===== config.mk =====
export PLATFORM = sky130hd
export DESIGN_NAME = snf_front
export DESIGN_NICKNAME = d
export VERILOG_FILES = /design/src/include/snf_pkg.sv /design/src/core/snf_fifo.sv /design/src/core/snf_front.sv /design/src/core/snf_sync.sv
export SDC_FILE = /design/constraint.sdc
export NUM_CORES = 1
export LEC_CHECK = 0
export ABC_AREA = 0
export CAP_MARGIN = 5
export CORE_MARGIN = 1
export CORE_UTILIZATION = 45
export CTS_CLUSTER_DIAMETER = 150
export CTS_CLUSTER_SIZE = 28
export DETAILED_ROUTE_END_ITERATION = 7
export DONT_BUFFER_PORTS = 1
export GPL_ROUTABILITY_DRIVEN = 0
export GPL_TIMING_DRIVEN = 0
export HOLD_SLACK_MARGIN = 0.02
export MAX_ROUTING_LAYER = met4
export REMOVE_ABC_BUFFERS = 1
export SLEW_MARGIN = 20
export SYNTH_ARGS = -nofsm -noshare
export SYNTH_HDL_FRONTEND = slang
export SYNTH_SLANG_ARGS = --single-unit

===== constraint.sdc =====
create_clock -name clk_i -period 4.6 [get_ports clk_i]
set_clock_uncertainty 0.2 [all_clocks]
set_input_delay 0.23 -clock clk_i [delete_from_list [all_inputs] [get_ports clk_i]]
set_output_delay 0.23 -clock clk_i [all_outputs]
set_load 0.01 [all_outputs]

===== src/include/snf_pkg.sv =====
package snf_pkg;
    // Instruction opcodes
    localparam logic [7:0] OP_WREN = 8'h06;
    localparam logic [7:0] OP_WRDI = 8'h04;
    localparam logic [7:0] OP_RDREG_A = 8'h05;
    localparam logic [7:0] OP_RDREG_B = 8'h0F;
    localparam logic [7:0] OP_WRREG_A = 8'h01;
    localparam logic [7:0] OP_WRREG_B = 8'h1F;
    localparam logic [7:0] OP_PLOAD = 8'h02;
    localparam logic [7:0] OP_PLOAD_Q = 8'h32;
    localparam logic [7:0] OP_PLOAD_QR = 8'h34;
    localparam logic [7:0] OP_PEXEC = 8'h10;
    localparam logic [7:0] OP_ERASE = 8'hD8;
    localparam logic [7:0] OP_BBM = 8'hA1;
    localparam logic [7:0] OP_READ_S = 8'h0B;
    localparam logic [7:0] OP_READ_D = 8'h3B;
    localparam logic [7:0] OP_READ_DIO = 8'hBB;
    localparam logic [7:0] OP_READ_Q = 8'h6B;
    localparam logic [7:0] OP_READ_QIO = 8'hEB;
    // Register addresses carried after the register opcodes
    localparam logic [7:0] REG_PROT = 8'hA0;
    localparam logic [7:0] REG_CONF = 8'hB0;
    localparam logic [7:0] REG_STAT3 = 8'hC0;
    // Protection register fields
    localparam int PROT_REG_PROTECT_BIT0_BIT = 7;
    localparam int PROT_BP_LSB = 3;
    localparam int PROT_TB_BIT = 2;
    localparam int PROT_WPE_BIT = 1;
    localparam int PROT_REG_PROTECT_BIT1_BIT = 0;
    // Status register three fields
    localparam int STAT3_BUSY_BIT = 0;
    localparam int STAT3_WEL_BIT = 1;
    // Values after reset; whole array protected
    localparam logic [7:0] PROT_RESET = 8'h78;
    localparam logic [7:0] CONF_RESET = 8'h00;
    localparam logic [3:0] BP_ALL = 4'hA;
    localparam logic [1:0] SRP_SW_GATED = 2'h1;
    localparam logic [1:0] SRP_LOCKDOWN = 2'h2;
    // Synchroniser reset image: chip select idle high
    localparam logic [5:0] SYNC_INIT = 6'h20;
    // Power-up write lockout
    localparam int CLK_PERIOD_NS = 40;
    localparam int POWERUP_WRITE_LOCKOUT_NS = 5000000;
    localparam int LOCKOUT_CYCLES =
        (POWERUP_WRITE_LOCKOUT_NS + CLK_PERIOD_NS - 1) / CLK_PERIOD_NS;
    // Program-load buffer
    localparam int FIFO_WIDTH = 8;
    localparam int FIFO_DEPTH = 16;

    typedef enum logic [1:0] {SNF_W1, SNF_W2, SNF_W4} snf_width_t;
    typedef enum logic [2:0] {ST_OPC, ST_ADDR, ST_DIN, ST_DOUT, ST_IGN} snf_state_t;
    typedef struct packed {
        logic [7:0] opcode;
        logic [31:0] addr;
    } snf_cmd_t;
    typedef struct packed {
        logic [7:0] prot;
        logic [7:0] conf;
        logic [7:0] stat3;
    } snf_regs_t;
endpackage


===== src/core/snf_fifo.sv =====
`timescale 1ns/1ps
`default_nettype none
module snf_fifo #(
    parameter int W = 8,
    parameter int D = 16
) (
    input wire logic clk_i, // System clock
    input wire logic arst_n_i, // Asynchronous reset
    input wire logic [W-1:0] in_data_i, // Write word
    input wire logic in_valid_i, // Write request
    output logic in_ready_o, // Room available
    output logic [W-1:0] out_data_o, // Head word
    output logic out_valid_o, // Head present
    input wire logic out_ready_i // Consumer takes head
);
    localparam int AW = $clog2(D);
    logic [W-1:0] mem [D];
    logic [AW-1:0] wr_ptr;
    logic [AW-1:0] rd_ptr;
    logic [AW:0] count;
    wire push = in_valid_i & in_ready_o;
    wire pop = out_valid_o & out_ready_i;

    // Depth must be a power of two so pointers wrap on their own
    assign in_ready_o = count != (AW+1)'(D);
    assign out_valid_o = count != '0;
    assign out_data_o = mem[rd_ptr];

    always_ff @(posedge clk_i) begin
        if (push) begin
            mem[wr_ptr] <= in_data_i;
        end
    end

    always_ff @(posedge clk_i or negedge arst_n_i) begin
        if (!arst_n_i) begin
            wr_ptr <= '0;
            rd_ptr <= '0;
            count <= '0;
        end else begin
            wr_ptr <= push ? wr_ptr + AW'(1) : wr_ptr;
            rd_ptr <= pop ? rd_ptr + AW'(1) : rd_ptr;
            count <= count + (AW+1)'(push) - (AW+1)'(pop);
        end
    end
endmodule
`default_nettype wire


===== src/core/snf_front.sv =====
`timescale 1ns/1ps
`default_nettype none
module snf_front #(
    parameter int LOCKOUT_CYCLES = snf_pkg::LOCKOUT_CYCLES
) (
    input wire logic clk_i, // System clock, 25 MHz
    input wire logic arst_n_i, // Power-on reset
    input wire logic cs_n_i, // Chip select pin
    input wire logic sclk_i, // Serial clock pin
    input wire logic [3:0] io_i, // Data lines in
    output logic [3:0] io_o, // Data lines out
    output logic [3:0] io_oe_o, // Data line drive enables
    output var snf_pkg::snf_cmd_t cmd_o, // Accepted array command
    output logic cmd_valid_o, // Command pulse
    input wire logic op_done_i, // Array operation finished
    input wire logic [7:0] rd_data_i, // Read byte from buffer
    input wire logic rd_valid_i, // Read byte present
    output logic rd_ready_o, // Read byte taken
    output logic [7:0] load_data_o, // Loaded byte
    output logic load_valid_o, // Loaded byte present
    input wire logic load_ready_i, // Consumer takes byte
    output logic load_overflow_o, // Byte lost on full buffer
    output var snf_pkg::snf_regs_t regs_o, // Register images
    output logic paused_o, // Pause in force
    output logic lockout_o // Power-up write lockout
);
    import snf_pkg::*;

    // Edges per byte, less one
    function automatic logic [2:0] last_edge(input snf_width_t w);
        case (w)
            SNF_W2: last_edge = 3'h3;
            SNF_W4: last_edge = 3'h1;
            default: last_edge = 3'h7;
        endcase
    endfunction

    function automatic logic [2:0] addr_bytes(input logic [7:0] op);
        case (op)
            OP_RDREG_A, OP_RDREG_B, OP_WRREG_A, OP_WRREG_B: addr_bytes = 3'h1;
            OP_PLOAD, OP_PLOAD_Q, OP_PLOAD_QR: addr_bytes = 3'h2;
            OP_PEXEC, OP_ERASE: addr_bytes = 3'h3;
            OP_READ_S, OP_READ_D, OP_READ_DIO: addr_bytes = 3'h3;
            OP_READ_Q, OP_READ_QIO: addr_bytes = 3'h3;
            OP_BBM: addr_bytes = 3'h4;
            default: addr_bytes = 3'h0;
        endcase
    endfunction

    function automatic snf_width_t op_width(input logic [7:0] op);
        case (op)
            OP_READ_D, OP_READ_DIO: op_width = SNF_W2;
            OP_READ_Q, OP_READ_QIO, OP_PLOAD_Q, OP_PLOAD_QR: op_width = SNF_W4;
            default: op_width = SNF_W1;
        endcase
    endfunction

    // Phase that follows the last address byte
    function automatic snf_state_t phase_after(input logic [7:0] op);
        case (op)
            OP_RDREG_A, OP_RDREG_B: phase_after = ST_DOUT;
            OP_READ_S, OP_READ_D, OP_READ_DIO: phase_after = ST_DOUT;
            OP_READ_Q, OP_READ_QIO: phase_after = ST_DOUT;
            OP_WRREG_A, OP_WRREG_B: phase_after = ST_DIN;
            OP_PLOAD, OP_PLOAD_Q, OP_PLOAD_QR: phase_after = ST_DIN;
            default: phase_after = ST_IGN;
        endcase
    endfunction

    function automatic logic blk_protected(input logic [9:0] blk, input logic [3:0] bp,
                                           input logic tb);
        logic [10:0] span;
        logic [10:0] off;
        span = 11'h000;
        off = 11'h000;
        if (bp >= BP_ALL) begin
            span = 11'h400;
        end else if (bp != 4'h0) begin
            span = 11'h001 << bp;
        end
        // Distance from the protected end of the array
        off = tb ? {1'b0, blk} : 11'h3FF - {1'b0, blk};
        blk_protected = off < span;
    endfunction

    snf_state_t state;
    snf_state_t next_state;
    snf_width_t width;
    snf_width_t in_w;
    logic [5:0] pin_s;
    logic sclk_q;
    logic paused;
    logic quad_mode;
    logic [2:0] bitcnt;
    logic [7:0] sh_in;
    logic [7:0] opcode;
    logic [31:0] addr;
    logic [2:0] addr_left;
    logic [7:0] out_sh;
    logic [2:0] out_cnt;
    logic out_on;
    logic write_enable_latch;
    logic busy;
    logic pe_op;
    logic [7:0] prot;
    logic [7:0] conf;
    logic [7:0] stat3;
    logic [31:0] lock_cnt;
    logic [7:0] next_in;
    logic [7:0] reg_byte;
    logic [7:0] byte_out;
    logic overflow;
    logic fifo_ready;

    // Every pin crosses into the system clock before use
    snf_sync #(.W(6), .INIT(SYNC_INIT)) u_sync (
        .clk_i(clk_i),
        .arst_n_i(arst_n_i),
        .d_i({cs_n_i, sclk_i, io_i}),
        .q_o(pin_s)
    );

    wire cs_act = ~pin_s[5];
    wire sclk_s = pin_s[4];
    wire [3:0] io_s = pin_s[3:0];

    // Clock edges count only while selected and not paused
    wire rise = sclk_s & ~sclk_q & cs_act & ~paused;
    wire fall = ~sclk_s & sclk_q & cs_act & ~paused;

    // Protection decode
    wire wpe = prot[PROT_WPE_BIT];
    wire [1:0] srp = {prot[PROT_REG_PROTECT_BIT1_BIT], prot[PROT_REG_PROTECT_BIT0_BIT]};
    wire [3:0] bp = prot[PROT_BP_LSB+3:PROT_BP_LSB];
    wire wp_low = ~io_s[2];
    wire hw_ro = wpe & wp_low;
    wire wr_block = lockout_o | hw_ro;

    // Input shifter; address and opcode always arrive on one line
    assign in_w = (state == ST_DIN) ? width : SNF_W1;
    always_comb begin
        case (in_w)
            SNF_W2: next_in = {sh_in[5:0], io_s[1:0]};
            SNF_W4: next_in = {sh_in[3:0], io_s};
            default: next_in = {sh_in[6:0], io_s[0]};
        endcase
    end

    wire in_done = rise && (bitcnt == last_edge(in_w));
    wire op_dec = in_done && state == ST_OPC;
    wire [2:0] op_abytes = addr_bytes(next_in);
    wire op_quad = op_width(next_in) == SNF_W4;
    wire addr_last = in_done && state == ST_ADDR && addr_left == 3'h1;
    wire [31:0] addr_n = {addr[23:0], next_in};
    wire is_rdreg = opcode == OP_RDREG_A || opcode == OP_RDREG_B;
    wire is_wrreg = opcode == OP_WRREG_A || opcode == OP_WRREG_B;
    wire is_pe = opcode == OP_PEXEC || opcode == OP_ERASE;
    wire is_exec = is_pe || opcode == OP_BBM;
    wire din_byte = in_done && state == ST_DIN;

    // Decode: quad opcodes are dropped when the protect enable is set
    always_comb begin
        next_state = state;
        case (state)
            ST_OPC: begin
                if (op_dec) begin
                    next_state = (op_abytes == 3'h0 || (op_quad && wpe)) ? ST_IGN : ST_ADDR;
                end
            end
            ST_ADDR: begin
                if (addr_last) begin
                    next_state = phase_after(opcode);
                end
            end
            ST_DIN: begin
                if (din_byte && is_wrreg) begin
                    next_state = ST_IGN;
                end
            end
            ST_DOUT, ST_IGN: next_state = state;
            default: next_state = ST_IGN;
        endcase
    end

    // Sequencer; deselect discards the instruction, pause just freezes it
    always_ff @(posedge clk_i or negedge arst_n_i) begin
        if (!arst_n_i) begin
            state <= ST_OPC;
        end else if (!cs_act) begin
            state <= ST_OPC;
        end else begin
            state <= next_state;
        end
    end

    // Serial clock history for edge finding
    always_ff @(posedge clk_i or negedge arst_n_i) begin
        if (!arst_n_i) begin
            sclk_q <= 1'b0;
        end else begin
            sclk_q <= sclk_s;
        end
    end

    // Pause: waits for a low clock so a high-phase bit is not torn
    wire hold_low = ~io_s[3] & ~quad_mode;
    always_ff @(posedge clk_i or negedge arst_n_i) begin
        if (!arst_n_i) begin
            paused <= 1'b0;
        end else if (!cs_act) begin
            paused <= 1'b0;
        end else if (paused) begin
            paused <= hold_low;
        end else begin
            paused <= hold_low & ~sclk_s;
        end
    end

    // Bit counter and input shift register
    always_ff @(posedge clk_i or negedge arst_n_i) begin
        if (!arst_n_i) begin
            bitcnt <= 3'h0;
            sh_in <= 8'h00;
        end else if (!cs_act) begin
            bitcnt <= 3'h0;
        end else if (rise) begin
            bitcnt <= in_done ? 3'h0 : bitcnt + 3'h1;
            sh_in <= next_in;
        end
    end

    // Opcode, width and address capture
    always_ff @(posedge clk_i or negedge arst_n_i) begin
        if (!arst_n_i) begin
            opcode <= 8'h00;
            width <= SNF_W1;
            quad_mode <= 1'b0;
            addr <= 32'h0000_0000;
            addr_left <= 3'h0;
        end else if (!cs_act) begin
            width <= SNF_W1;
            quad_mode <= 1'b0;
        end else if (op_dec) begin
            opcode <= next_in;
            width <= op_width(next_in);
            quad_mode <= op_quad & ~wpe;
            addr <= 32'h0000_0000;
            addr_left <= op_abytes;
        end else if (in_done && state == ST_ADDR) begin
            addr <= addr_n;
            addr_left <= addr_left - 3'h1;
        end
    end

    // Power-up write lockout counter
    assign lockout_o = lock_cnt != 32'(LOCKOUT_CYCLES);
    always_ff @(posedge clk_i or negedge arst_n_i) begin
        if (!arst_n_i) begin
            lock_cnt <= 32'h0000_0000;
        end else if (lockout_o) begin
            lock_cnt <= lock_cnt + 32'h0000_0001;
        end
    end

    // Array command issue after the last address byte
    wire blk_hit = is_pe && blk_protected(addr_n[15:6], bp, prot[PROT_TB_BIT]);
    wire accept = addr_last && is_exec && write_enable_latch && !wr_block && !busy && !blk_hit;
    always_ff @(posedge clk_i or negedge arst_n_i) begin
        if (!arst_n_i) begin
            cmd_o <= '0;
            cmd_valid_o <= 1'b0;
        end else begin
            cmd_valid_o <= accept;
            if (accept) begin
                cmd_o <= '{opcode: opcode, addr: addr_n};
            end
        end
    end

    // Busy while the array works; remember whether it programs or erases
    always_ff @(posedge clk_i or negedge arst_n_i) begin
        if (!arst_n_i) begin
            busy <= 1'b0;
            pe_op <= 1'b0;
        end else if (accept) begin
            busy <= 1'b1;
            pe_op <= is_pe;
        end else if (op_done_i) begin
            busy <= 1'b0;
        end
    end

    // Write-enable latch
    always_ff @(posedge clk_i or negedge arst_n_i) begin
        if (!arst_n_i) begin
            write_enable_latch <= 1'b0;
        end else if (op_done_i && busy && pe_op) begin
            write_enable_latch <= 1'b0;
        end else if (op_dec && next_in == OP_WREN && !wr_block) begin
            write_enable_latch <= 1'b1;
        end else if (op_dec && next_in == OP_WRDI) begin
            write_enable_latch <= 1'b0;
        end
    end

    // Register write permission, protect pin sampled at the data byte
    wire sw_gated = srp == SRP_SW_GATED && !wpe && wp_low;
    wire locked = srp == SRP_LOCKDOWN;
    wire base_ok = write_enable_latch && !wr_block;
    wire prot_ok = base_ok && !sw_gated && !locked;
    wire reg_wr = din_byte && is_wrreg;

    // Only the first data byte of a register write counts
    always_ff @(posedge clk_i or negedge arst_n_i) begin
        if (!arst_n_i) begin
            prot <= PROT_RESET;
            conf <= CONF_RESET;
        end else if (reg_wr && addr[7:0] == REG_PROT && prot_ok) begin
            prot <= next_in;
        end else if (reg_wr && addr[7:0] == REG_CONF && base_ok) begin
            conf <= next_in;
        end
    end

    // Status register three is read-only
    always_comb begin
        stat3 = 8'h00;
        stat3[STAT3_BUSY_BIT] = busy;
        stat3[STAT3_WEL_BIT] = write_enable_latch;
    end
    assign regs_o = '{prot: prot, conf: conf, stat3: stat3};

    // Program-load bytes go through the buffer; the link cannot stall
    wire push = din_byte && !is_wrreg;
    snf_fifo #(.W(FIFO_WIDTH), .D(FIFO_DEPTH)) u_fifo (
        .clk_i(clk_i),
        .arst_n_i(arst_n_i),
        .in_data_i(next_in),
        .in_valid_i(push),
        .in_ready_o(fifo_ready),
        .out_data_o(load_data_o),
        .out_valid_o(load_valid_o),
        .out_ready_i(load_ready_i)
    );

    // A full buffer drops the byte; flag stays until the next load opcode
    wire load_op = op_dec && addr_bytes(next_in) == 3'h2;
    always_ff @(posedge clk_i or negedge arst_n_i) begin
        if (!arst_n_i) begin
            overflow <= 1'b0;
        end else if (push && !fifo_ready) begin
            overflow <= 1'b1;
        end else if (load_op) begin
            overflow <= 1'b0;
        end
    end
    assign load_overflow_o = overflow;

    // Output byte source
    always_comb begin
        case (addr[7:0])
            REG_PROT: reg_byte = prot;
            REG_CONF: reg_byte = conf;
            REG_STAT3: reg_byte = stat3;
            default: reg_byte = 8'h00;
        endcase
    end
    assign byte_out = is_rdreg ? reg_byte : (rd_valid_i ? rd_data_i : 8'hFF);
    wire out_load = fall && state == ST_DOUT && out_cnt == 3'h0;
    assign rd_ready_o = out_load && !is_rdreg && rd_valid_i;

    // Output shifter moves on falling edges only
    always_ff @(posedge clk_i or negedge arst_n_i) begin
        if (!arst_n_i) begin
            out_sh <= 8'h00;
            out_cnt <= 3'h0;
            out_on <= 1'b0;
        end else if (!cs_act) begin
            out_cnt <= 3'h0;
            out_on <= 1'b0;
        end else if (fall && state == ST_DOUT) begin
            out_on <= 1'b1;
            out_cnt <= (out_cnt == last_edge(width)) ? 3'h0 : out_cnt + 3'h1;
            if (out_load) begin
                out_sh <= byte_out;
            end else if (width == SNF_W4) begin
                out_sh <= {out_sh[3:0], 4'h0};
            end else if (width == SNF_W2) begin
                out_sh <= {out_sh[5:0], 2'h0};
            end else begin
                out_sh <= {out_sh[6:0], 1'b0};
            end
        end
    end

    // Pin drive; released while paused or deselected
    wire drive = out_on && cs_act && !paused && state == ST_DOUT;
    always_comb begin
        io_o = 4'h0;
        io_oe_o = 4'h0;
        case (width)
            SNF_W2: begin
                io_o[1:0] = out_sh[7:6];
                io_oe_o = 4'h3;
            end
            SNF_W4: begin
                io_o = out_sh[7:4];
                io_oe_o = 4'hF;
            end
            default: begin
                io_o[1] = out_sh[7];
                io_oe_o = 4'h2;
            end
        endcase
        if (!drive) begin
            io_oe_o = 4'h0;
        end
    end

    assign paused_o = paused;
endmodule
`default_nettype wire


===== src/core/snf_sync.sv =====
`timescale 1ns/1ps
`default_nettype none
module snf_sync #(
    parameter int W = 1,
    parameter logic [W-1:0] INIT = '0
) (
    input wire logic clk_i, // System clock
    input wire logic arst_n_i, // Asynchronous reset
    input wire logic [W-1:0] d_i, // Foreign levels
    output logic [W-1:0] q_o // Synchronised levels
);
    logic [W-1:0] meta;
    logic [W-1:0] q;

    // Two stages; only the second one is visible
    always_ff @(posedge clk_i or negedge arst_n_i) begin
        if (!arst_n_i) begin
            meta <= INIT;
            q <= INIT;
        end else begin
            meta <= d_i;
            q <= meta;
        end
    end

    assign q_o = q;
endmodule
`default_nettype wire


Yosys cells after proc, flatten, opt, wreduce, memory -nomap -nowiden
Memory sizes are Yosys's and may differ from the RTL's.
Cells that the tools add are included.
- register bits: 183
- memory bits (read-only): 0
- output and inout bits: 86
- bits in writable memories: 128
- bits in latches: 0
- memories: 1
- memories (memory ; depth ; width ; rd ports ; clocked after memory_dff ; write ports ; line ; text):
    u_fifo.mem ; 16 ; 8 ; 1 ; 0 ; 1 ; snf_fifo.sv:17 ; logic [W-1:0] mem [D];
- reduce and logical (&&, ||, !) cells: 78
- div/mod/pow operators: 0
- add/subtract/negate cells: 9
- multipliers: 0
- multiplexer cells: 56
- bitwise logic cells: 22
- order comparisons: 2
- eq/ne operators: 56
- shift operators: 1
- operator list (operator ; number):
    $eq 8x8->1 const B ; 11
    $eq 8x6->1 const B ; 6
    $mux 24 ; 2
    $mux 3 ; 15
    $mux 8 ; 5
    $logic_and 1x1->1 ; 37
    $mux 11 ; 3
    $add 32x1->32 const B ; 1
    $eq 8x3->1 const B ; 4
    $eq 8x4->1 const B ; 4
    $eq 8x5->1 const B ; 4
    $ne 32x17->1 const B ; 1
    $pmux 3 s4 ; 2
    $pmux 8 s3 ; 1
    $pmux 3 s2 ; 3
    $eq 8x1->1 const B ; 2
    $eq 8x2->1 const B ; 2
    $eq 8x7->1 const B ; 2
    $mux 1 ; 16
    $pmux 8 s2 ; 1
    $reduce_or 7->1 ; 2
    $and 1x1->1 ; 12
    $reduce_bool 2->1 ; 6
    $lt 11x11->1 ; 1
    36 further kinds ; 81

Depth between registers and ports, before layout
Gate-level depths: netlist of run 1.
- depth in word-level cells: 14
- gate-level depth with buffers: 21
- depth with buffers taken out: 18

Modules after synthesis
A second synthesis of run 1 with hierarchy kept.
- cells, all modules: 1112
- area total of the unflattened synthesis: 14159.8 um^2
- by module, submodules not included (module ; sequential area each (um^2) ; cells an instance ; area an instance (um^2) ; times used):
    snf_front ; 3958.8 ; 779 ; 8115.3 ; 1
    snf_fifo ; 4169.0 ; 321 ; 5741.8 ; 1
    snf_sync ; 302.8 ; 12 ; 302.8 ; 1

Worst setup path before layout of run 1
OpenSTA, ideal clock, no wires.
- path kind: register -> register
- from: register state[0]
- to: register cmd_o[10] in the netlist's numbering
- buffers on the path: 6
- library setup time: 125 ps
- data arrival time: 3981 ps
- data required time: 4275 ps
- slack: 294 ps
- cell stages (with the launch flop): 22
- cells stage by stage: dfrtp_1 clkbuf_1 nor2_1 and2_1 nand2_1 ha_1 buf_2 buf_2 a221o_1 and2_1 buf_2 xnor2_1 ha_1 o21a_1 o21a_1 o21ai_0 a211o_1 a211oi_2 o21bai_1 buf_6 buf_12 mux2_4
- RTL lines (element ; line ; text):
    start: declaration ; snf_front.sv:86 ; snf_state_t state;
    start signal: assignment ; snf_front.sv:192 ; state <= next_state;
    $eq 3x2->1 * ; snf_front.sv:140 ; assign in_w = (state == ST_DIN) ? width : SNF_W1;
    $mux 2 * ; snf_front.sv:140 ;
    $eq 2x2->1 / $eq 2x1->1 (equally long branches) ; snf_front.sv:142 ; case (in_w)
    $pmux 8 s2 * ; snf_front.sv:142 ;
    named net next_in[7] ; snf_front.sv:109 ; logic [7:0] next_in;
    $sub 10x10->11 ; snf_front.sv:82 ; off = tb ? {1'b0, blk} : 11'h3FF - {1'b0, blk};
    $mux 11 * ; snf_front.sv:82 ;
    $lt 11x11->1 * ; snf_front.sv:83 ; blk_protected = off < span;
    $logic_and 1x1->1 * ; snf_front.sv:266 ; wire blk_hit = is_pe && blk_protected(addr_n[15:6], bp, prot[PROT_TB_BIT]);
    $logic_not 1->1 * ; snf_front.sv:267 ; wire accept = addr_last && is_exec && write_enable_latch && !wr_block && !busy && !blk_hit;
    $logic_and 1x1->1 * ; snf_front.sv:267 ;
    end signal: assignment ; snf_front.sv:275 ; cmd_o <= '{opcode: opcode, addr: addr_n};
    end: declaration ; snf_front.sv:13 ; output var snf_pkg::snf_cmd_t cmd_o,
Mark *: on every way through the listed nets, which the timed path passes. The rest lies on a longest branch.
A chain may end at the register's enable or synchronous reset.

Worst setup path in the final report of run 1
- from: register state[0]
- to: register cmd_o[31] in the netlist's numbering
- cells in the longest elaborated chain, start to end: 13
- RTL lines (element ; line):
    branches (longest 12 deep; another with $sub 10x10->11) ; n/a
    $logic_and 1x1->1 * ; snf_front.sv:267
Every way passes the cells marked *.

==> impl_metrics.ini, run 1 <==
[critical_path]
cp_slowest_cell = dfrtp_2
reg2reg_to = cmd_o[31]
cp-end-kind = flop
crit_type = reg2reg
cp-endpoint = cmd_o[31]
rrSetupSlack_ns = 0.24
cp_max_fo = 26
crit_required_ns = 4.79
cpPeakStageDelay_ns = 0.48
critPathMostFrequentCell = o21a_1
crit_buf_inv = 2
crit_family = compound AO/OA/AOI/OAI gates
r2r_start = state[0]
critPathLaunchType = flop
startpoint = state[0]
ff2ff_path_depth = 17
cp.depth = 17
path_cells = nor2_1 -> nand2_1 -> nor2_4 -> inv_1 -> ha_2 -> a221o_1 -> and2_4 -> xnor2_1 -> ha_1 -> o21a_1 -> o21a_1 -> o21ai_0 -> a211o_1 -> a211oi_2 -> o21bai_4 -> buf_16 -> mux2_2
arrival_ns = 4.55

[logic_synthesis]
yosys.area.top_type = dfrtp_1
seq_area_frac_synth_pct = 59.4
syn_inst = 1063
syn_area_per_cell_sq_um = 13.4
ys_top_cells_by_area = dfrtp_1 31%, edfxtp_1 27%, mux4_2 6.3%
ys_types = 75
syn_area_sq_um = 14200
yosys_register_bits = 311
synth-edff-count = 128
ys.flop_type = dfrtp_1
async_reset_ff_share_pct = 58.8
yosysWarnings = 0
yosysTopAreaCellShare_pct = 31.2

[sta]
post-route-period-util_pct = 94.7
drv_slew = 0
grt_setup_unrepaired = false
worst_slack_ns = 0.242
worst_pin_slew_ns = 0.898
hold_viol = 0
relSlewSlack_pct = 39.6
setup-violations-final = 0
fin_crit_ns = 4.36
fmax_ghz = 0.229

[routing]
first_iter_violations = 625
vias = 8151
finalWirelength_um = 29400
wl_per_cell_um = 20.3
drtAntennaViolNets = 0
vias_per_cell = 5.61
drc = 4
dr.pass1.iters = 8

[outcome]
violations = design-rule violations
run_status = complete, but fails checks

[power]
power.density_nw_per_um2 = 379
total_power_mw = 5.78
p_leak_nw = 5.89
vdd_ir_drop_max_mv = 0.206

[place]
portBuffers = 0
pre_cts_ws_ns = -0.533
placed_cells = 1407
placed_cell_area_sq_um = 14500
hpwl_um = 19800

[cts]
cts_root_buf = clkbuf_16
clock_latency_ns = 0.51
cts_buffers = 15
clock_path_buffers = 3
path_clk_slew_ns = 0.11
htree_levels = 1
cts_num_sinks = 311
cts_tree = built

[global_routing]
grt_pass1_vias = 8151
antenna_found_initial = 0
grt.total_usage_pct = 19.2
grt_pass1_wl_um = 47400
grt_max_degree = 184
overflow = 0

[finish]
antenna_cells = 0
postLayoutCellArea_sq_um = 15300
layout_common_cells = 173 x dfrtp_1, 128 x edfxtp_1, 98 x nand2_1
fin_util_pct = 49.5
fin_cells = 1452
nFillCells = 2664
syn_to_final_growth_pct = 7.41
layout-drive-gt1-share_pct = 14.9
layout.cells.most_common = dfrtp_1
fin_nets = 1101

[floorplan]
num_rows = 64
core_region_area_sq_um = 30800
io_pins = 105
die_h_um = 180
dieArea_sq_um = 32300
die_w_um = 180
initial_core_util_pct = 46.1

[worst_hold_path]
hold_path_class = in2reg
min_from = cs_n_i

[flow_run]
drv_cap = 0
worst min path at each step:
stage	depth (start not counted)	slack (ns)	to
6_report	1	0.06	u_sync.meta[5]
2_1_floorplan	0	-0.27	addr[0]
3_5_place_dp	0	-0.26	lock_cnt[14]
3_3_place_gp	0	-0.26	lock_cnt[14]
5_1_grt	1	0.03	u_sync.meta[5]
4_1_cts	0	-0.82	cmd_o[29]
per-stage QoR:
step	setup TNS (ns)	hold slack (ns)
2_1_floorplan	-25.74	-0.266
3_3_place_gp	-122.75	-0.256
3_5_place_dp	-18.08	-0.256
4_1_cts	0	-0.817
5_1_grt	0	0.0279
6_report	0	0.0553
power breakdown:
part	internal (mW)	switching [mW]	total, mW
Combinational	0.526	0.510	1.04
Clock	0.633	0.874	1.51
Sequential	3.02	0.218	3.24
registers in the layout (all words and copies together), names as in the netlist, 2 cells and up:
name,cells
opcode,8
state,3
u_fifo.wr_ptr,4
sh_in,7
u_fifo.rd_ptr,4
prot,8
conf,8
u_fifo.count,5
u_sync.meta,6
out_cnt,3
width,2
u_fifo.mem,128
out_sh,8
u_sync.q_o,6
bitcnt,3
lock_cnt,32
addr,24
addr_left,3
cmd_o,40
layer usage:
metal	wire, um	GRT usage (%)
met3	1170	2.59
met5	0	-
met1	13800	26.8
met4	479	3.52
met2	14000	30.4
logic make-up (layout without fill, tap and decap cells):
group	count (synthesis)	after routing	synth area share (%)
DFF	311	311	59.4
and+or+nand+nor	296	296	10.8
AOI/OAI and AO/OA	160	160	7.77
muxes	102	102	11.9
buffers and inverters	101	89	3.47
xor gates and xnor gates	59	59	3.64
adders and majority gates	33	33	2.96
other	1	6	0.0264
area by class of cell:
type                    count  area (sq um)  area share [%]
multi-input cells         656          5380            35.3
flip-flops and latches    311          8440            55.3
well taps                 396           495            3.25
inverters                  36           139           0.911
clock inverters             2          38.8           0.254
repair buffers             29           359            2.35
clock buffers              22           402            2.63
cell usage after synthesis (all sizes together), types with 15 or more instances:
master / n
mux2: 47
nor4: 16
mux4: 40
o21ai: 60
dfrtp: 177
clkbuf: 31
mux2i: 15
a21oi: 18
a22o: 26
xnor2: 46
nor2: 46
inv: 34
edfxtp: 128
nor3: 18
buf: 34
ha: 32
nand2: 98
nand3: 23
worst register-to-register path, delay by kind of cell, from the launching register on:
kind | cells | cell delay [ns]
flip-flops | 1 | 0.48
AO/OA/AOI/OAI | 7 | 1.47
multiplexers | 1 | 0.35
adder cells (fa/ha/maj) | 2 | 0.57
buffers and inverters | 2 | 0.28
XOR/XNOR | 1 | 0.17
AND/OR/NAND/NOR | 4 | 0.75
what timing repair did:
item | in CTS | in global routing
hold buffers | 17 | 2
endpoints found under the hold margin | 203 | 183
setup buffers | 0 | 2
endpoints found under the setup margin | 72 | 136
resized for setup | 4 | 10
No activity file was read; power rests on OpenSTA's default activity.
==> inputs of run 2 (changes only) <==
- CTS_BUF_LIST: default -> sky130_fd_sc_hd__clkbuf_16
==> run 2 against run 1 <==
  * The run still ends with design-rule violations left
  * Final cell count did not move
  * Combinational power about the same
  * Non-clock buffer count did not move
  * Count of clock-buffer cells in the layout fell by 7
  * Register-to-register slack better by 0.02 ns
  * Critical endpoint unchanged
==> impl_metrics.ini, run 2 (synthesis gave the netlist of run 1 again) <==
[critical_path]
path_cells = nor2_1 -> nand2_1 -> nor2_4 -> inv_1 -> ha_2 -> a221o_1 -> and2_4 -> xnor2_1 -> ha_1 -> o21a_1 -> o21a_1 -> o21ai_0 -> a211o_1 -> a211oi_2 -> o21bai_4 -> buf_16 -> mux2_2
cp_slowest_cell = dfrtp_2
cp_max_fo = 26
arrival_ns = 4.54
crit_type = reg2reg
crit_required_ns = 4.80
crit_family = compound AO/OA/AOI/OAI gates
critPathLaunchType = flop
cpPeakStageDelay_ns = 0.48
crit_buf_inv = 2
critPathMostFrequentCell = o21a_1
cp-end-kind = flop

[global_routing]
overflow = 0
grt.total_usage_pct = 19.2
grt_pass1_vias = 8151
antenna_found_initial = 0
grt_pass1_wl_um = 47400
grt_max_degree = 184

[routing]
vias_per_cell = 5.62
drc = 2
wl_per_cell_um = 20.3
drtAntennaViolNets = 0
first_iter_violations = 654
dr.pass1.iters = 8
finalWirelength_um = 29400
vias = 8160

[cts]
cts_tree = built
cts_root_buf = clkbuf_16
clock_latency_ns = 0.51
cts_buffers = 15
cts_num_sinks = 311
path_clk_slew_ns = 0.11
htree_levels = 1
clock_path_buffers = 3

[finish]
top_regs = u_fifo.mem (128), cmd_o (40), lock_cnt (32)
layout_common_cells = 173 x dfrtp_1, 128 x edfxtp_1, 98 x nand2_1
layout.cells.most_common = dfrtp_1
fin_nets = 1101
antenna_cells = 0
fin_util_pct = 49.5
syn_to_final_growth_pct = 7.41
largest_register = u_fifo.mem
postLayoutCellArea_sq_um = 15300
layout-drive-gt1-share_pct = 14.9
largest_register_ffs = 128

[outcome]
violations = design-rule violations
run_status = complete, but fails checks

[floorplan]
initial_core_util_pct = 46.1
num_rows = 64
core_region_area_sq_um = 30800
die_w_um = 180
dieArea_sq_um = 32300
io_pins = 105
die_h_um = 180

[place]
placed_cell_area_sq_um = 14500
portBuffers = 0
hpwl_um = 19800

[power]
p_leak_nw = 5.92
power.density_nw_per_um2 = 378
vdd_ir_drop_max_mv = 0.205

[worst_hold_path]
hold_path_class = in2reg

[sta]
fin_crit_ns = 4.34
setup-violations-final = 0
fmax_ghz = 0.230
holdWs_ns = 0.0537
hold_viol = 0
post-route-period-util_pct = 94.4
relSlewSlack_pct = 37.0
drv_slew = 0
grt_setup_unrepaired = false
worst_pin_slew_ns = 0.932

[flow_run]
drv_cap = 0
==> run 2: cell count changes in the layout (fill, tap and decap cells not counted) <==
cell      change
clkbuf_1      -7
inv_1         +7
==> run 2: per-stage QoR <==
stage               cells  worst slack, ns  power [mW]  setup TNS, ns
floorplan            1003           -0.784        3.99         -25.74
global placement     1399            -2.29        4.29        -122.75
detailed placement   1407           -0.533        4.31         -18.08
CTS                  1448           0.0125        5.82              0
global route         1452           0.0281        6.04              0
finish               1452            0.258        5.76              0
==> run 2: layout make-up <==
cell class	count	area [sq um]
multi-input cells	656	5380
well taps	396	495
clock buffers	15	375
clock inverters	9	65.1
flip-flops and latches	311	8440
inverters	36	139
repair buffers	29	359
fillers	2664	15600
==> run 2: worst paths after layout <==
| path | endpoint | from | depth (start not counted) | slack (ns) |
|---|---|---|---|---|
| max | cmd_o[31] | state[0] | 17 | 0.26 |
| min | u_sync.meta[5] | cs_n_i | 1 | 0.05 |
| max in group asynchronous | u_sync.q_o[0] | arst_n_i | 2 | 3.26 |
| max reg2reg | cmd_o[31] | state[0] | 17 | 0.26 |
| min reg2reg | u_sync.q_o[0] | u_sync.meta[0] | 0 | 0.16 |
| min in group asynchronous | cmd_o[20] | arst_n_i | 2 | 0.27 |
==> run 2: what timing repair did <==
action                                  4_1_cts  5_1_grt
cloned                                        0        0
endpoints found under the hold margin       203      183
hold buffers                                 17        2
buffers inserted                              0        2
resized for setup                             4       10
endpoints found under the setup margin       72      136
==> run 2: metal layers <==
| metal | track usage, % | vias to the layer above | share of wire [%] | routed length (um) |
|---|---|---|---|---|
| met4 | 3.52 | 0 | 1.6 | 479 |
| met1 | 26.8 | 4122 | 47 | 13700 |
| met2 | 30.4 | 153 | 48 | 14000 |
| met5 | - | - | 0 | 0 |
| li1 | - | 3859 | - | - |
| met3 | 2.59 | 26 | 4.1 | 1200 |
==> run 2: power breakdown <==
group / internal, mW / leakage, nW / total [mW] / switching [mW]
clock network: 0.618 / 0.238 / 1.49 / 0.873
logic: 0.526 / 2.10 / 1.04 / 0.510
registers: 3.02 / 3.58 / 3.24 / 0.219
==> inputs of run 3 (changes only) <==
- GPL_TIMING_DRIVEN: 0 -> default
==> run 3 against run 2 <==
  * The flow still finishes with violations (design-rule violations)
  * Critical path depth unchanged
  * Combinational power up 7%
  * Sequential share of layout area down 0.22 points
  * Largest cell class unchanged
  * Largest power group unchanged
==> impl_metrics.ini, run 3 (synthesis gave the netlist of run 1 again) <==
[global_routing]
grt_pass1_wl_um = 48300
grt.total_usage_pct = 19.6
grt_max_degree = 184
grt_pass1_vias = 8323
overflow = 0
antenna_found_initial = 0

[finish]
top_regs = u_fifo.mem (128), cmd_o (40), lock_cnt (32)
layout_common_cells = 176 x dfrtp_1, 128 x edfxtp_1, 98 x nand2_1
fin_util_pct = 49.6
largest_register = u_fifo.mem
largest_register_ffs = 128
antenna_cells = 0
layout.cells.most_common = dfrtp_1
layout-drive-gt1-share_pct = 15.3
fin_nets = 1126
syn_to_final_growth_pct = 7.76

[critical_path]
cp-end-kind = flop
crit_type = reg2reg
crit_required_ns = 4.81
cpPeakStageDelay_ns = 0.47
arrival_ns = 4.57
cp_max_fo = 13
path_cells = nor2_1 -> nand2_1 -> nor2_1 -> inv_1 -> ha_1 -> a221o_1 -> and2_1 -> xnor2_1 -> ha_1 -> o21a_1 -> o21a_1 -> o21ai_0 -> a211o_1 -> a211oi_2 -> o21bai_4 -> buf_4 -> mux2_4
critPathLaunchType = flop
rrSetupSlack_ns = 0.24
cp_slowest_cell = dfrtp_1

[cts]
cts_num_sinks = 311
postCtsHoldBufs = 17
clock_path_buffers = 3
path_clk_slew_ns = 0.11
htree_levels = 1
cts_root_buf = clkbuf_16
clock_latency_ns = 0.51
cts_tree = built
cts_resized = 0
postCtsSetupBuffers = 0
cts_buffers = 15

[power]
vdd_ir_drop_max_mv = 0.385
p_leak_nw = 6.01
power.density_nw_per_um2 = 378

[routing]
drtAntennaViolNets = 0
dr.pass1.iters = 7
vias_per_cell = 5.60
first_iter_violations = 634
wl_per_cell_um = 20.4
finalWirelength_um = 30100
drc = 3
vias = 8272

[floorplan]
initial_core_util_pct = 46.1
dieArea_sq_um = 32300
core_region_area_sq_um = 30800
die_w_um = 180
die_h_um = 180
num_rows = 64
io_pins = 105

[sta]
hold_viol = 0
fmax_ghz = 0.229
post-route-period-util_pct = 94.8
drv_slew = 0
fin_crit_ns = 4.36
worst_slack_ns = 0.238
worst_pin_slew_ns = 1.11
relSlewSlack_pct = 26.2
grt_setup_unrepaired = false
setup-violations-final = 0

[place]
hpwl_um = 20100
portBuffers = 0
pre_cts_ws_ns = 0.280

[worst_hold_path]
hold_path_class = in2reg

[outcome]
run_status = complete, but fails checks
violations = design-rule violations

[flow_run]
drv_cap = 0
## run 3: cell types whose count changed in the layout (fill, tap and decap cells not counted), moves of 2 or more
cell     previous run  this run
nor2_2              4         1
buf_16              4         1
nor2_1             40        45
nor3_1             14        18
nor2_4              2         0
dfrtp_2             3         1
nor3_2              4         0
ha_1               30        32
buf_4               5        34
dfrtp_1           173       176
## run 3: power by group
group          total [mW]  switching (mW)  internal [mW]
Sequential           3.17           0.153           3.02
Combinational        1.11           0.572          0.539
Clock                1.51           0.887          0.619
Total                5.79            1.61           4.17
## run 3: worst max-delay path: cells and delay by family (launching register included)
family                     cells  cell delay (ns)
adders and majority gates      2             0.52
and+or+nand+nor                4             0.65
xor gates and xnor gates       1             0.14
AOI/OAI and AO/OA              7             1.54
DFF                            1             0.47
muxes                          1             0.32
buffers and inverters          2             0.41
## run 3: path summary, 6_finish.rpt
path                            depth (start not counted)             end      startpoint
worst max-delay path                                   17       cmd_o[22]        state[2]
min in group asynchronous                               2     lock_cnt[8]        arst_n_i
max in group asynchronous                               2      out_cnt[1]        arst_n_i
worst max register to register                         17       cmd_o[22]        state[2]
worst min register to register                          0   u_sync.q_o[4]  u_sync.meta[4]
worst min-delay path                                    1  u_sync.meta[5]          cs_n_i
## run 3: area by class of cell
type                       count  area (sq um)
clock buffer                  15           375
clock inverter                10          68.8
fill                        2669         15500
inverter                      36           135
multi-input combinational    656          5310
sequential                   311          8430
tap                          396           495
timing repair buffer          54           483
## run 3: per-layer routing
metal,part of all wire [%],global-route usage (%),up-vias,wire (um)
li1,-,-,3895,-
met1,47,27.3,4186,14100
met2,47,31.0,159,14200
met3,4.4,2.76,32,1340
met4,1.5,3.62,0,466
met5,0,-,-,0
## run 3: metrics by stage
stage | total power, mW | area, sq um | setup TNS, ns | std cells | hold slack (ns)
floorplan | 3.99 | 13900 | -25.74 | 1003 | -0.266
global placement | 4.29 | 14700 | 0 | 1434 | -0.258
detailed placement | 4.31 | 14700 | 0 | 1434 | -0.258
CTS | 5.83 | 15300 | 0 | 1476 | -0.816
global route | 6.07 | 15300 | 0 | 1478 | 0.0234
finish | 5.79 | 15300 | 0 | 1478 | 0.0408
